<file path="src/hw/sacs_pkg.sv">
// constants, state codes and register map of the conversion sequencer
// How it works
// - a full conversion takes 9.5 bit periods from start to result load
// - bit period is 2, 8 or 32 oscillator periods, or the rc clock
// - after completion wait 2 bit periods with holding capacitor disconnected
// - clearing go/done during a conversion aborts it at once
// - an aborted conversion leaves the result register untouched
// - after an abort wait 2 bit periods then acquire on selected channel
// - port data reads zero on every pin configured as analog input
// - conversion ignores pin direction; an output pin converts its own level
// - a digital-input pin selected as channel is still converted normally
// - clock may switch among oscillator sources mid-conversion, never to/from rc
// - sleep conversion needs rc clock; rc start is delayed one instruction cycle
// - sleep completion with irq enabled clears go, loads result, wakes device
// - sleep completion with irq disabled powers module down, converter on stays set
// - sleep with non-rc clock aborts, powers down, converter on stays set
// - completion loads result, clears go/done and sets the done flag
// - go/done set while acquiring starts a conversion and reads one meanwhile
// - control holds clock select 7:6, channel 5:3, go 2, on 0
package sacs_pkg;
    // ---------------------------------------------------------------
    // register map (byte addresses, one word each)
    // ---------------------------------------------------------------
    localparam logic [7:0] ADR_CTRL = 8'h00;
    localparam logic [7:0] ADR_RES = 8'h04;
    localparam logic [7:0] ADR_PCFG = 8'h08;
    localparam logic [7:0] ADR_STAT = 8'h0c;
    localparam logic [7:0] ADR_PORT = 8'h10;
    localparam int CTRL_SEL_LSB = 6;
    localparam int CTRL_CHAN_LSB = 3;
    localparam int CTRL_GO_BIT = 2;
    localparam int CTRL_ON_BIT = 0;
    localparam int STAT_DONE_BIT = 0;
    localparam int STAT_IRQEN_BIT = 1;
    localparam logic [1:0] SEL_RST = 2'h0;
    localparam logic [2:0] CHAN_RST = 3'h0;
    localparam logic [2:0] PCFG_RST = 3'h0;
    localparam logic [7:0] RES_RST = 8'h00;
    // ---------------------------------------------------------------
    // clock selection and timing: dividers and rc start delay in clocks, phase ends in half bit periods
    // ---------------------------------------------------------------
    localparam logic [1:0] SEL_RC = 2'h3;
    localparam logic [4:0] HALF_DIV_2 = 5'h01;
    localparam logic [4:0] HALF_DIV_8 = 5'h04;
    localparam logic [4:0] HALF_DIV_32 = 5'h10;
    localparam logic [4:0] CONV_LAST = 5'h12;
    localparam logic [4:0] DEC_FIRST = 5'h03;
    localparam logic [4:0] DEC_LAST = 5'h11;
    localparam logic [4:0] REC_LAST = 5'h03;
    localparam logic [2:0] INSTR_LAST = 3'h3;
    typedef enum logic [4:0] {
        ST_OFF = 5'b00001,
        ST_ACQ = 5'b00010,
        ST_DLY = 5'b00100,
        ST_CNV = 5'b01000,
        ST_REC = 5'b10000
    } sacs_state_t;
endpackage

</file>
<file path="src/hw/sacs_seq_if.sv">
// signals shared by the sequencer, its prescaler and its approximation register
`timescale 1ns/1ns
interface sacs_seq_if;
    logic [1:0] sel;
    logic run;
    logic restart;
    logic half;
    logic decide;
    logic cmp;
    logic [7:0] trial;
    logic [7:0] code;
    modport ctl(output sel, run, restart, decide, cmp, input half, trial, code);
    modport pre(input sel, run, restart, output half);
    modport sar(input run, decide, cmp, output trial, code);
endinterface

</file>
<file path="src/hw/sacs_prescaler.sv">
// half bit-period strobe generator for the four clock sources
`timescale 1ns/1ns
module sacs_prescaler
    import sacs_pkg::*;
(
    input wire logic clk_i,
    input wire logic rst_i,
    input wire logic rc_clk_i,
    sacs_seq_if.pre seq
);
    import sacs_pkg::*;
    logic [4:0] cnt_r;
    logic rc_meta_r;
    logic rc_sync_r;
    logic rc_last_r;
    logic [4:0] div;
    logic osc_hit;
    logic rc_edge;

    function automatic logic [4:0] half_div(input logic [1:0] sel);
        case (sel)
            2'h0: half_div = HALF_DIV_2;
            2'h1: half_div = HALF_DIV_8;
            default: half_div = HALF_DIV_32;
        endcase
    endfunction

    assign div = half_div(seq.sel);
    // >= so that a switch to a shorter period mid-count still strobes
    assign osc_hit = cnt_r >= div - 5'h01;
    assign rc_edge = rc_sync_r ^ rc_last_r;
    assign seq.half = seq.run && ((seq.sel == SEL_RC) ? rc_edge : osc_hit);

    always_ff @(posedge clk_i)
    begin
        if (rst_i || !seq.run || seq.restart || osc_hit)
            cnt_r <= 5'h00;
        else
            cnt_r <= cnt_r + 5'h01;
    end

    // rc clock is asynchronous: two flops, edge seen only past the second
    always_ff @(posedge clk_i)
    begin
        if (rst_i)
        begin
            rc_meta_r <= 1'b0;
            rc_sync_r <= 1'b0;
            rc_last_r <= 1'b0;
        end
        else
        begin
            rc_meta_r <= rc_clk_i;
            rc_sync_r <= rc_meta_r;
            rc_last_r <= rc_sync_r;
        end
    end
endmodule // sacs_prescaler

</file>
<file path="src/hw/sacs_sar.sv">
// successive-approximation register: trial code and kept bits
`timescale 1ns/1ns
module sacs_sar
    import sacs_pkg::*;
(
    input wire logic clk_i,
    input wire logic rst_i,
    sacs_seq_if.sar seq
);
    import sacs_pkg::*;
    logic [7:0] bit_r;
    logic [7:0] code_r;
    logic [7:0] trial_r;
    logic [7:0] code_nxt;

    // comparator high means the input is at or above the trial level
    assign code_nxt = seq.cmp ? (code_r | bit_r) : code_r;
    assign seq.trial = trial_r;
    assign seq.code = code_r;

    always_ff @(posedge clk_i)
    begin
        if (rst_i || !seq.run)
        begin
            bit_r <= 8'h80;
            code_r <= 8'h00;
            trial_r <= 8'h80;
        end
        else if (seq.decide)
        begin
            bit_r <= bit_r >> 1;
            code_r <= code_nxt;
            trial_r <= code_nxt | (bit_r >> 1);
        end
    end
endmodule // sacs_sar

</file>
<file path="src/hw/sacs_top.sv">
// conversion sequencer with its wishbone register file
//
// Register access over Wishbone and the address map were chosen for this implementation.
`timescale 1ns/1ns
module sacs_top
    import sacs_pkg::*;
(
    input wire logic clk_i,
    input wire logic rst_i,
    input wire logic wb_cyc_i,
    input wire logic wb_stb_i,
    input wire logic wb_we_i,
    input wire logic [7:0] wb_adr_i,
    input wire logic [3:0] wb_sel_i,
    input wire logic [31:0] wb_dat_i,
    output logic [31:0] wb_dat_o,
    output logic wb_ack_o,
    input wire logic rc_clk_i,
    input wire logic sleep_i,
    input wire logic cmp_i,
    input wire logic [7:0] pin_level_i,
    output logic sample_o,
    output logic [2:0] channel_o,
    output logic [7:0] trial_o,
    output logic analog_on_o,
    output logic wake_o
);
    import sacs_pkg::*;

    // ---------------------------------------------------------------
    // state and registers
    // ---------------------------------------------------------------
    sacs_state_t st_r;
    sacs_state_t st_nxt;
    logic [1:0] sel_r;
    logic [2:0] chan_r;
    logic on_r;
    logic go_r;
    logic [7:0] res_r;
    logic [2:0] pcfg_r;
    logic done_r;
    logic irqen_r;
    logic pdn_r;
    logic wake_r;
    logic [4:0] half_cnt_r;
    logic [2:0] dly_r;
    logic ack_r;
    logic [31:0] dat_r;
    logic sample_r;
    logic [2:0] chan_out_r;
    logic [7:0] trial_r;
    logic aon_r;

    sacs_seq_if seq();

    sacs_prescaler u_pre (
        .clk_i(clk_i),
        .rst_i(rst_i),
        .rc_clk_i(rc_clk_i),
        .seq(seq)
    );

    sacs_sar u_sar (
        .clk_i(clk_i),
        .rst_i(rst_i),
        .seq(seq)
    );

    // ---------------------------------------------------------------
    // bus decode
    // ---------------------------------------------------------------
    logic bus_hit;
    logic wr;
    logic rd;
    logic wr_ctrl;
    logic wr_res;
    logic wr_pcfg;
    logic wr_stat;
    logic [1:0] new_sel;
    logic sel_ok;
    logic busy;
    logic start;
    logic conv_last;
    logic conv_done;
    logic sw_abort;
    logic sleep_abort;
    logic abort;
    logic rec_done;
    logic on_nxt;
    logic pdn_nxt;
    logic [7:0] analog_mask;
    logic [7:0] rd_byte;

    // pins that the port configuration makes analog (vref pin included)
    function automatic logic [7:0] analog_pins(input logic [2:0] cfg);
        case (cfg)
            3'h0: analog_pins = 8'hff;
            3'h1: analog_pins = 8'hff;
            3'h2: analog_pins = 8'h1f;
            3'h3: analog_pins = 8'h3f;
            3'h4: analog_pins = 8'h0b;
            3'h5: analog_pins = 8'h0b;
            default: analog_pins = 8'h00;
        endcase
    endfunction

    assign bus_hit = wb_cyc_i && wb_stb_i && !ack_r;
    assign wr = bus_hit && wb_we_i && wb_sel_i[0];
    assign rd = bus_hit && !wb_we_i;
    assign wr_ctrl = wr && (wb_adr_i == ADR_CTRL);
    assign wr_res = wr && (wb_adr_i == ADR_RES);
    assign wr_pcfg = wr && (wb_adr_i == ADR_PCFG);
    assign wr_stat = wr && (wb_adr_i == ADR_STAT);
    assign new_sel = wb_dat_i[CTRL_SEL_LSB+1:CTRL_SEL_LSB];
    assign analog_mask = analog_pins(pcfg_r);

    assign rd_byte =
        (wb_adr_i == ADR_CTRL) ? {sel_r, chan_r, go_r, 1'b0, on_r} :
        (wb_adr_i == ADR_RES) ? res_r :
        (wb_adr_i == ADR_PCFG) ? {5'h00, pcfg_r} :
        (wb_adr_i == ADR_STAT) ? {5'h00, pdn_r, irqen_r, done_r} :
        (wb_adr_i == ADR_PORT) ? (pin_level_i & ~analog_mask) :
        8'h00;

    // ---------------------------------------------------------------
    // sequencing decisions
    // ---------------------------------------------------------------
    assign busy = (st_r == ST_DLY) || (st_r == ST_CNV);
    // a running conversion may not cross between rc and oscillator clocks
    assign sel_ok = !busy || ((new_sel == SEL_RC) == (sel_r == SEL_RC));
    assign start = (st_r == ST_ACQ) && wr_ctrl && wb_dat_i[CTRL_GO_BIT]
        && wb_dat_i[CTRL_ON_BIT];
    assign conv_last = (st_r == ST_CNV) && seq.half && (half_cnt_r == CONV_LAST);
    assign sw_abort = busy && wr_ctrl && !wb_dat_i[CTRL_GO_BIT];
    assign sleep_abort = busy && sleep_i && (sel_r != SEL_RC);
    assign abort = sw_abort || sleep_abort;
    assign conv_done = conv_last && !abort;
    assign rec_done = (st_r == ST_REC) && seq.half && (half_cnt_r == REC_LAST);
    assign on_nxt = wr_ctrl ? wb_dat_i[CTRL_ON_BIT] : on_r;
    // powered down stays until the device leaves sleep
    assign pdn_nxt = sleep_abort || (conv_done && sleep_i && !irqen_r)
        || (pdn_r && sleep_i);

    assign seq.sel = sel_r;
    assign seq.run = (st_r == ST_CNV) || (st_r == ST_REC);
    assign seq.restart = st_nxt != st_r;
    assign seq.cmp = cmp_i;
    assign seq.decide = (st_r == ST_CNV) && seq.half && half_cnt_r[0]
        && (half_cnt_r >= DEC_FIRST) && (half_cnt_r <= DEC_LAST);

    always_comb
    begin
        st_nxt = st_r;
        case (st_r)
            ST_OFF:
                if (on_r && !pdn_r)
                    st_nxt = ST_ACQ;
            ST_ACQ:
                if (start)
                    st_nxt = (new_sel == SEL_RC) ? ST_DLY : ST_CNV;
            ST_DLY:
                if (abort)
                    st_nxt = ST_REC;
                else if (dly_r == INSTR_LAST)
                    st_nxt = ST_CNV;
            ST_CNV:
                if (abort || conv_last)
                    st_nxt = ST_REC;
            ST_REC:
                if (rec_done)
                    st_nxt = ST_ACQ;
            default:
                st_nxt = ST_OFF;
        endcase
        if (!on_nxt || pdn_nxt)
            st_nxt = ST_OFF;
    end

    // ---------------------------------------------------------------
    // clocked state
    // ---------------------------------------------------------------
    always_ff @(posedge clk_i)
    begin
        if (rst_i)
        begin
            st_r <= ST_OFF;
            half_cnt_r <= 5'h00;
            dly_r <= 3'h0;
            go_r <= 1'b0;
            pdn_r <= 1'b0;
            wake_r <= 1'b0;
        end
        else
        begin
            st_r <= st_nxt;
            half_cnt_r <= seq.restart ? 5'h00 : half_cnt_r + {4'h0, seq.half};
            dly_r <= (st_r == ST_DLY) ? dly_r + 3'h1 : 3'h0;
            go_r <= (st_nxt == ST_DLY) || (st_nxt == ST_CNV);
            pdn_r <= pdn_nxt;
            wake_r <= (conv_done && sleep_i && irqen_r) || (wake_r && sleep_i);
        end
    end

    always_ff @(posedge clk_i)
    begin
        if (rst_i)
        begin
            sel_r <= SEL_RST;
            chan_r <= CHAN_RST;
            on_r <= 1'b0;
            pcfg_r <= PCFG_RST;
            irqen_r <= 1'b0;
        end
        else
        begin
            if (wr_ctrl && sel_ok)
                sel_r <= new_sel;
            if (wr_ctrl)
                chan_r <= wb_dat_i[CTRL_CHAN_LSB+2:CTRL_CHAN_LSB];
            on_r <= on_nxt;
            if (wr_pcfg)
                pcfg_r <= wb_dat_i[2:0];
            if (wr_stat)
                irqen_r <= wb_dat_i[STAT_IRQEN_BIT];
        end
    end

    // completion beats a same-cycle software write or flag clear
    always_ff @(posedge clk_i)
    begin
        if (rst_i)
        begin
            res_r <= RES_RST;
            done_r <= 1'b0;
        end
        else
        begin
            if (conv_done)
                res_r <= seq.code;
            else if (wr_res)
                res_r <= wb_dat_i[7:0];
            done_r <= conv_done || (done_r && !(wr_stat && wb_dat_i[STAT_DONE_BIT]));
        end
    end

    always_ff @(posedge clk_i)
    begin
        if (rst_i)
        begin
            ack_r <= 1'b0;
            dat_r <= 32'h0000_0000;
            sample_r <= 1'b0;
            chan_out_r <= CHAN_RST;
            trial_r <= 8'h00;
            aon_r <= 1'b0;
        end
        else
        begin
            ack_r <= bus_hit;
            dat_r <= rd ? {24'h00_0000, rd_byte} : 32'h0000_0000;
            sample_r <= st_nxt == ST_ACQ;
            // the selected pin is routed whatever its direction
            chan_out_r <= chan_r;
            trial_r <= seq.trial;
            aon_r <= st_nxt != ST_OFF;
        end
    end

    assign wb_ack_o = ack_r;
    assign wb_dat_o = dat_r;
    assign sample_o = sample_r;
    assign channel_o = chan_out_r;
    assign trial_o = trial_r;
    assign analog_on_o = aon_r;
    assign wake_o = wake_r;
endmodule // sacs_top

</file>
<file path="config.mk">
export PLATFORM = sky130hd
export DESIGN_NAME = sacs_top
export DESIGN_NICKNAME = d
export VERILOG_FILES = /design/src/hw/sacs_pkg.sv /design/src/hw/sacs_seq_if.sv /design/src/hw/sacs_prescaler.sv /design/src/hw/sacs_sar.sv /design/src/hw/sacs_top.sv
export SDC_FILE = /design/constraint.sdc
export NUM_CORES = 1
export LEC_CHECK = 0
export ABC_AREA = 1
export BUFFER_PORTS_ARGS = -buffer_cell sky130_fd_sc_hd__buf_2
export CORE_ASPECT_RATIO = 0.7
export CORE_MARGIN = 2
export CORE_UTILIZATION = 35
export CTS_CLUSTER_SIZE = 16
export DETAILED_ROUTE_END_ITERATION = 16
export PLACE_DENSITY = 0.58
export SETUP_SLACK_MARGIN = 0.05
export SLEW_MARGIN = 10
export SYNTH_ARGS = -nofsm -noshare
export SYNTH_HDL_FRONTEND = slang
export SYNTH_SLANG_ARGS = --single-unit
</file>
<file path="constraint.sdc">
create_clock -name clk_i -period 2.11 [get_ports clk_i]
set_clock_uncertainty 0.1 [all_clocks]
set_input_delay 0.422 -clock clk_i [delete_from_list [all_inputs] [get_ports clk_i]]
set_output_delay 0.422 -clock clk_i [all_outputs]
set_load 0.1 [all_outputs]
</file>
# Word-level counts from Yosys, hierarchy flattened
# Cells that the tools add are included.
# op_classes
eq_ne	27
n_mux	21
magnitude_cmp	3
n_reduce_logical	68
n_bitwise	7
shift	0
n_mul	0
div	0
add_sub_neg	4
# ops
operator	count
8-bit two-way mux	8
5-bit two-way mux	7
1-bit logical AND	34
8-bit one-hot mux with 4 select lines	1
5-bit one-hot mux with 5 select lines	1
8-bit by 4-bit equality test with 1-bit output, second input constant	2
5-bit by 2-bit equality test with 1-bit output, second input constant	3
1-bit logical OR	14
5-bit by 3-bit equality test with 1-bit output, second input constant	2
5-bit by 4-bit equality test with 1-bit output, second input constant	2
5-bit equality test, second input constant	2
1-bit logical NOT	10
5-bit one-hot mux with 2 select lines	1
2-bit OR reduction	5
3-bit by 2-bit equality test with 1-bit output, second input constant	3
8-bit bitwise AND	1
8-bit by 3-bit equality test with 1-bit output, second input constant	1
8-bit by 5-bit equality test with 1-bit output, second input constant	1
8-bit logical NOT	1
8-bit NOT	1
8-bit by 7-bit OR with 8-bit output	1
8-bit OR	1
3-bit equality test, second input constant	2
5-bit by 1-bit adder with 5-bit output	1
22 further kinds	25
# word_totals
inputBits	60
wordCells	158
regBits	113
ramBits	0
mem_count	0
latchBits	0
rom_bits	0

# Depth between registers and ports, before layout
# logic_depth
depth_word	19
ltp_mapped	17

# Modules after synthesis
# A second synthesis with hierarchy kept.
# unflattened
hier_cells	566
hier_area_um2	4374.2
# modules_own_cells
mod	n_inst	cells_per_inst	area_each_um2
sacs_top	1	380	2982.9
sacs_sar	1	126	942.2
sacs_prescaler	1	60	449.2

# Worst setup path before layout
# Ideal clock, no wire load.
# synth_timing
path_kind	reg2reg
startpoint	reg ack_r, in the netlist wb_ack_o
endpoint	reg half_cnt_r[0]
path_stages_with_launch	15
period_less_slack_ns	2.536
arrival_time_ns	2.371
setup_ns	0.064
slack_ns	-0.426
path_cell_list	dfxtp_1 -> nor2_1 -> inv_1 -> nor2_2 -> nand2_4 -> inv_2 -> o21ai_4 -> nand2_1 -> inv_2 -> nand4_1 -> nand2_1 -> nand2_1 -> nor2_4 -> nand4_4 -> nor2_2
# synth_between
elab_chain_len	18
word_cells_on_any_way	28
cone_classes	eq/ne (1); mux (6); reduce/logical (21)
# synth_rtl
item	line_no	text
start: declaration	sacs_top.sv:47	logic ack_r;
start signal: assignment	sacs_top.sv:259	ack_r <= bus_hit;
1-bit logical NOT *	sacs_top.sv:107	assign bus_hit = wb_cyc_i && wb_stb_i && !ack_r;
1-bit logical AND *	sacs_top.sv:107	
1-bit logical AND * (2 in a row)	sacs_top.sv:108	assign wr = bus_hit && wb_we_i && wb_sel_i[0];
1-bit logical AND *	sacs_top.sv:110	assign wr_ctrl = wr && (wb_adr_i == ADR_CTRL);
1-bit logical AND (2 in a row)	sacs_top.sv:134	assign sw_abort = busy && wr_ctrl && !wb_dat_i[CTRL_GO_BIT];
1-bit logical OR	sacs_top.sv:136	assign abort = sw_abort || sleep_abort;
1-bit logical NOT	sacs_top.sv:137	assign conv_done = conv_last && !abort;
1-bit logical AND	sacs_top.sv:137	
1-bit logical AND (2 in a row)	sacs_top.sv:141	assign pdn_nxt = sleep_abort || (conv_done && sleep_i && !irqen_r)
1-bit logical OR	sacs_top.sv:141	
1-bit logical OR	sacs_top.sv:142	|| (pdn_r && sleep_i);
1-bit logical OR	sacs_top.sv:175	if (!on_nxt || pdn_nxt)
5-bit two-way mux *	sacs_top.sv:175	
5-bit != test *	sacs_top.sv:146	assign seq.restart = st_nxt != st_r;
2-bit OR reduction (no source line) *	--	
end signal: assignment	sacs_top.sv:196	half_cnt_r <= seq.restart ? 5'h00 : half_cnt_r + {4'h0, seq.half};
end: declaration	sacs_top.sv:45	logic [4:0] half_cnt_r;
# Every way passes the cells marked *; elsewhere a longest branch is shown, timed or not.
# A chain may end at the register's enable or synchronous reset.

# Worst setup path after layout
# layout_timing
startpoint	reg sel_r[1]
endpoint	reg half_cnt_r[3]
# layout_between
elab_chain_len	17
word_cells_on_any_way	31
cone_classes	add/sub (2); order compare (1); eq/ne (4); mux (7); reduce/logical (17)
# layout_rtl
item	line_no	text
start: declaration	sacs_top.sv:35	logic [1:0] sel_r;
start signal: assignment	sacs_top.sv:217	sel_r <= new_sel;
parallel branches: the longest is 17 deep, another holds 5-bit by 1-bit subtractor with 5-bit output	--	
# Several ways; the timed one is not identified.

==> flow_metrics.env <==
export IMPL_worstReg2RegStart="sel_r[1]"
export IMPL_finalCritPeriodShare=1.18
export IMPL_max_clock_path_buffers=2
export IMPL_layout_setup_ws_ns=-0.378
export IMPL_cap_violations=0
export IMPL_cp_max_fo=7
export IMPL_synth_cells=556
export IMPL_hold_viol_final=0
export IMPL_seq_area_frac_synth=0.414
export IMPL_drcViolationCount=0
export IMPL_holdCritPathClass="primary input to register"
export IMPL_crit_end="half_cnt_r[3]"
export IMPL_gp_congestion=0.843
export IMPL_path_class="register to register"
export IMPL_cts_sinks=89
export IMPL_top_layer_used="met4"
export IMPL_met3WireLength_um=514
export IMPL_core_area_um2=11900
export IMPL_syn_to_final_growth_pct=40.7
export IMPL_violations="setup timing"
export IMPL_status="complete, but fails checks"
export IMPL_crit_start="sel_r[1]"
export IMPL_reg2reg_depth=17
export IMPL_async_flop_share=0
export IMPL_path_clk_slew_ns=0.07
export IMPL_path_cells="nor2_4, inv_2, ha_4, inv_2, nand2_1, nand2_1, nand4_1, nand3_2, nor2_4, nand3_4, nand3_4, nor2_2, nand2_1, nand2_2, nor2_4, nand4_4, nor2_2"
export IMPL_dieHeight_um=96.8
export IMPL_r2r_end="half_cnt_r[3]"
export IMPL_power_mw=3.66
export IMPL_rsz0062_at_grt="true"
export IMPL_crit_path_start_kind="register"
export IMPL_num_rows=33
export IMPL_chipWidth_um=137
export IMPL_num_vias=3972
export IMPL_antenna_found_initial=0
export IMPL_slowest_delay_ns=0.37
export IMPL_n_antenna_cell=0
export IMPL_routed_wl_mm=11.5
export IMPL_grtUsageTotal=0.179
export IMPL_wl_met1_mm=5.82
export IMPL_grt_overflow=0
export IMPL_ctsHoldBuffers=0
export IMPL_dr_pass1_iters=4
export IMPL_avgSynthCellArea_um2=7.74
export IMPL_synthTopCellsByCount="dfxtp_1, nand2_1, inv_1, nor2_1, a21oi_1"
export IMPL_io_pins=107
export IMPL_p_per_area_nw_per_um2=604
export IMPL_setup_violations=50
export IMPL_wl_met2_mm=5.06
export IMPL_dpl_hpwl_mm=8.33
export IMPL_drv_slew=0
export IMPL_grt_pass1_vias=3796
export IMPL_finalInstanceArea_um2=6050
export IMPL_required_ns=2.29
export IMPL_clock_fmax_ghz=0.402
export IMPL_nNetsFinal=772
export IMPL_die_area_um2=13200
export IMPL_ir_drop_mv=0.375
export IMPL_initial_core_util=0.363
export IMPL_ant_nets=0
export IMPL_cts_tree="built"
export IMPL_power_leakage_nw=2.58
export IMPL_drive_above_1_share=0.385
export IMPL_yosysUniqueCellTypes=40
export IMPL_min_period_ns=2.49
export IMPL_synth_top_cell_area_share=0.414
export IMPL_synth_area_leaders="dfxtp_1, nand2_1, inv_1, nor2_1, a21oi_1"
export IMPL_crit_slowest_cell="dfxtp_4"
export IMPL_synth_seq_cells=89
export IMPL_cts_max_level=3
export IMPL_cts_root_buffer_cell="clkbuf_16"
export IMPL_io_buffers=55
export IMPL_final_core_util=0.511
export IMPL_crit_arrival_ns=2.67
export IMPL_grt_max_degree=24
export IMPL_grt_pass1_wl_mm=18.7
export IMPL_ys_flop_type="dfxtp_1"
export IMPL_wl_per_cell_um=13.3
export IMPL_syn_cell_area_um2=4300
export IMPL_synth_top_cell_by_area="dfxtp_1"
export IMPL_vias_per_cell=4.60
export IMPL_cts_inserted_buffers=9
export IMPL_placed_cell_area_um2=5200
export IMPL_reg2reg_slack_ns=-0.38
export IMPL_end_kind="register"
export IMPL_synth_warnings=0
export IMPL_synth_edff_count=0
export IMPL_insertion_delay_ns=0.34
export IMPL_drtIter0Drc=235
export IMPL_synth_most_common_cell="dfxtp_1"
==> registers in the layout, indices dropped and copies added, names as in the netlist, 2 cells and up <==
name,count
pcfg_r,3
res_r,8
u_sar.bit_r,8
u_sar.seq.trial,8
st_r,5
dly_r,3
channel_o,3
u_pre.cnt_r,5
chan_r,3
u_sar.seq.code,8
trial_o,8
wb_dat_o,8
sel_r,2
half_cnt_r,5
==> how the worst min path moves through the flow <==
stage,from,endpoint,slack [ns],depth (start not counted)
floorplan,u_pre.rc_meta_r,u_pre.rc_sync_r,0.29,2
global placement,u_pre.rc_meta_r,u_pre.rc_sync_r,0.29,2
detailed placement,u_pre.rc_meta_r,u_pre.rc_sync_r,0.30,2
CTS,rc_clk_i,u_pre.rc_meta_r,0.18,3
global route,rc_clk_i,u_pre.rc_meta_r,0.22,3
finish,rc_clk_i,u_pre.rc_meta_r,0.19,3
==> cell type report <==
class | count | area (um^2)
inverter | 85 | 332
clock inverter | 7 | 77.6
sequential | 89 | 1790
tap | 157 | 196
clock buffer | 9 | 225
multi-input combinational | 368 | 2320
timing repair buffer | 149 | 1120
fill | 1122 | 5800
==> critical path, delay by kind of cell, from the launching register on <==
kind,cells,cell delay [ns]
simple gates,14,1.62
flops,1,0.37
fa+ha+maj,1,0.26
buf+inv,2,0.08
==> cells in the final DEF, fill, tap and decap left out, drive strengths merged <==
master	Yosys	routed
a211oi	1	1
a21oi	39	39
a221oi	6	6
a311oi	1	1
a31oi	14	14
buf	28	148
bufbuf	0	1
bufinv	0	1
clkbuf	9	9
clkinv	0	3
conb	2	25
dfxtp	89	89
ha	10	10
inv	85	88
nand2	86	86
nand3	42	42
nand3b	3	3
nand4	14	14
nor2	80	80
nor3	10	10
nor4	2	2
o2111a	1	1
o211ai	2	2
o21ai	25	25
xnor2	2	2
xor2	5	5
==> kinds of logic after synthesis <==
group                    Yosys count  share of synthesized area
XOR/XNOR                           7                     0.0143
AO/OA/AOI/OAI                     89                      0.123
flip-flops                        89                      0.414
buffers and inverters            122                      0.128
AND/OR/NAND/NOR                  237                      0.289
adder cells (fa/ha/maj)           10                     0.0291
other                              2                    0.00175
==> where the power goes <==
group          internal, mW  switching [mW]
Clock                 0.933           0.701
Combinational        0.0617           0.280
Sequential             1.68         0.00144
Total                  2.68           0.982
==> per-stage QoR <==
stage	hold slack (ns)	setup WS, ns	cells	TNS, ns
after floorplan	0.288	-0.0417	579	-0.220
after global placement	0.292	-0.284	827	-3.61
after detailed placement	0.296	-0.396	827	-6.98
after CTS	0.185	-0.329	860	-8.17
after global routing	0.221	-0.540	864	-18.92
final	0.189	-0.378	864	-12.84
==> layer usage <==
layer / GRT usage / vias to the layer above
met5: 0 / -
met3: 0.0356 / 8
met4: 0.0481 / 0
met2: 0.277 / 78
met1: 0.252 / 1835
li1: - / 2051
==> what timing repair did <==
item                                    4_1_cts  5_1_grt
setup buffers                                15        8
cloned                                        3        0
resized for setup                            51       44
endpoints found under the setup margin       50       53
pin swaps                                    21       16
hold endpoints to repair                      0        0
No activity file was read; power rests on OpenSTA's default activity.
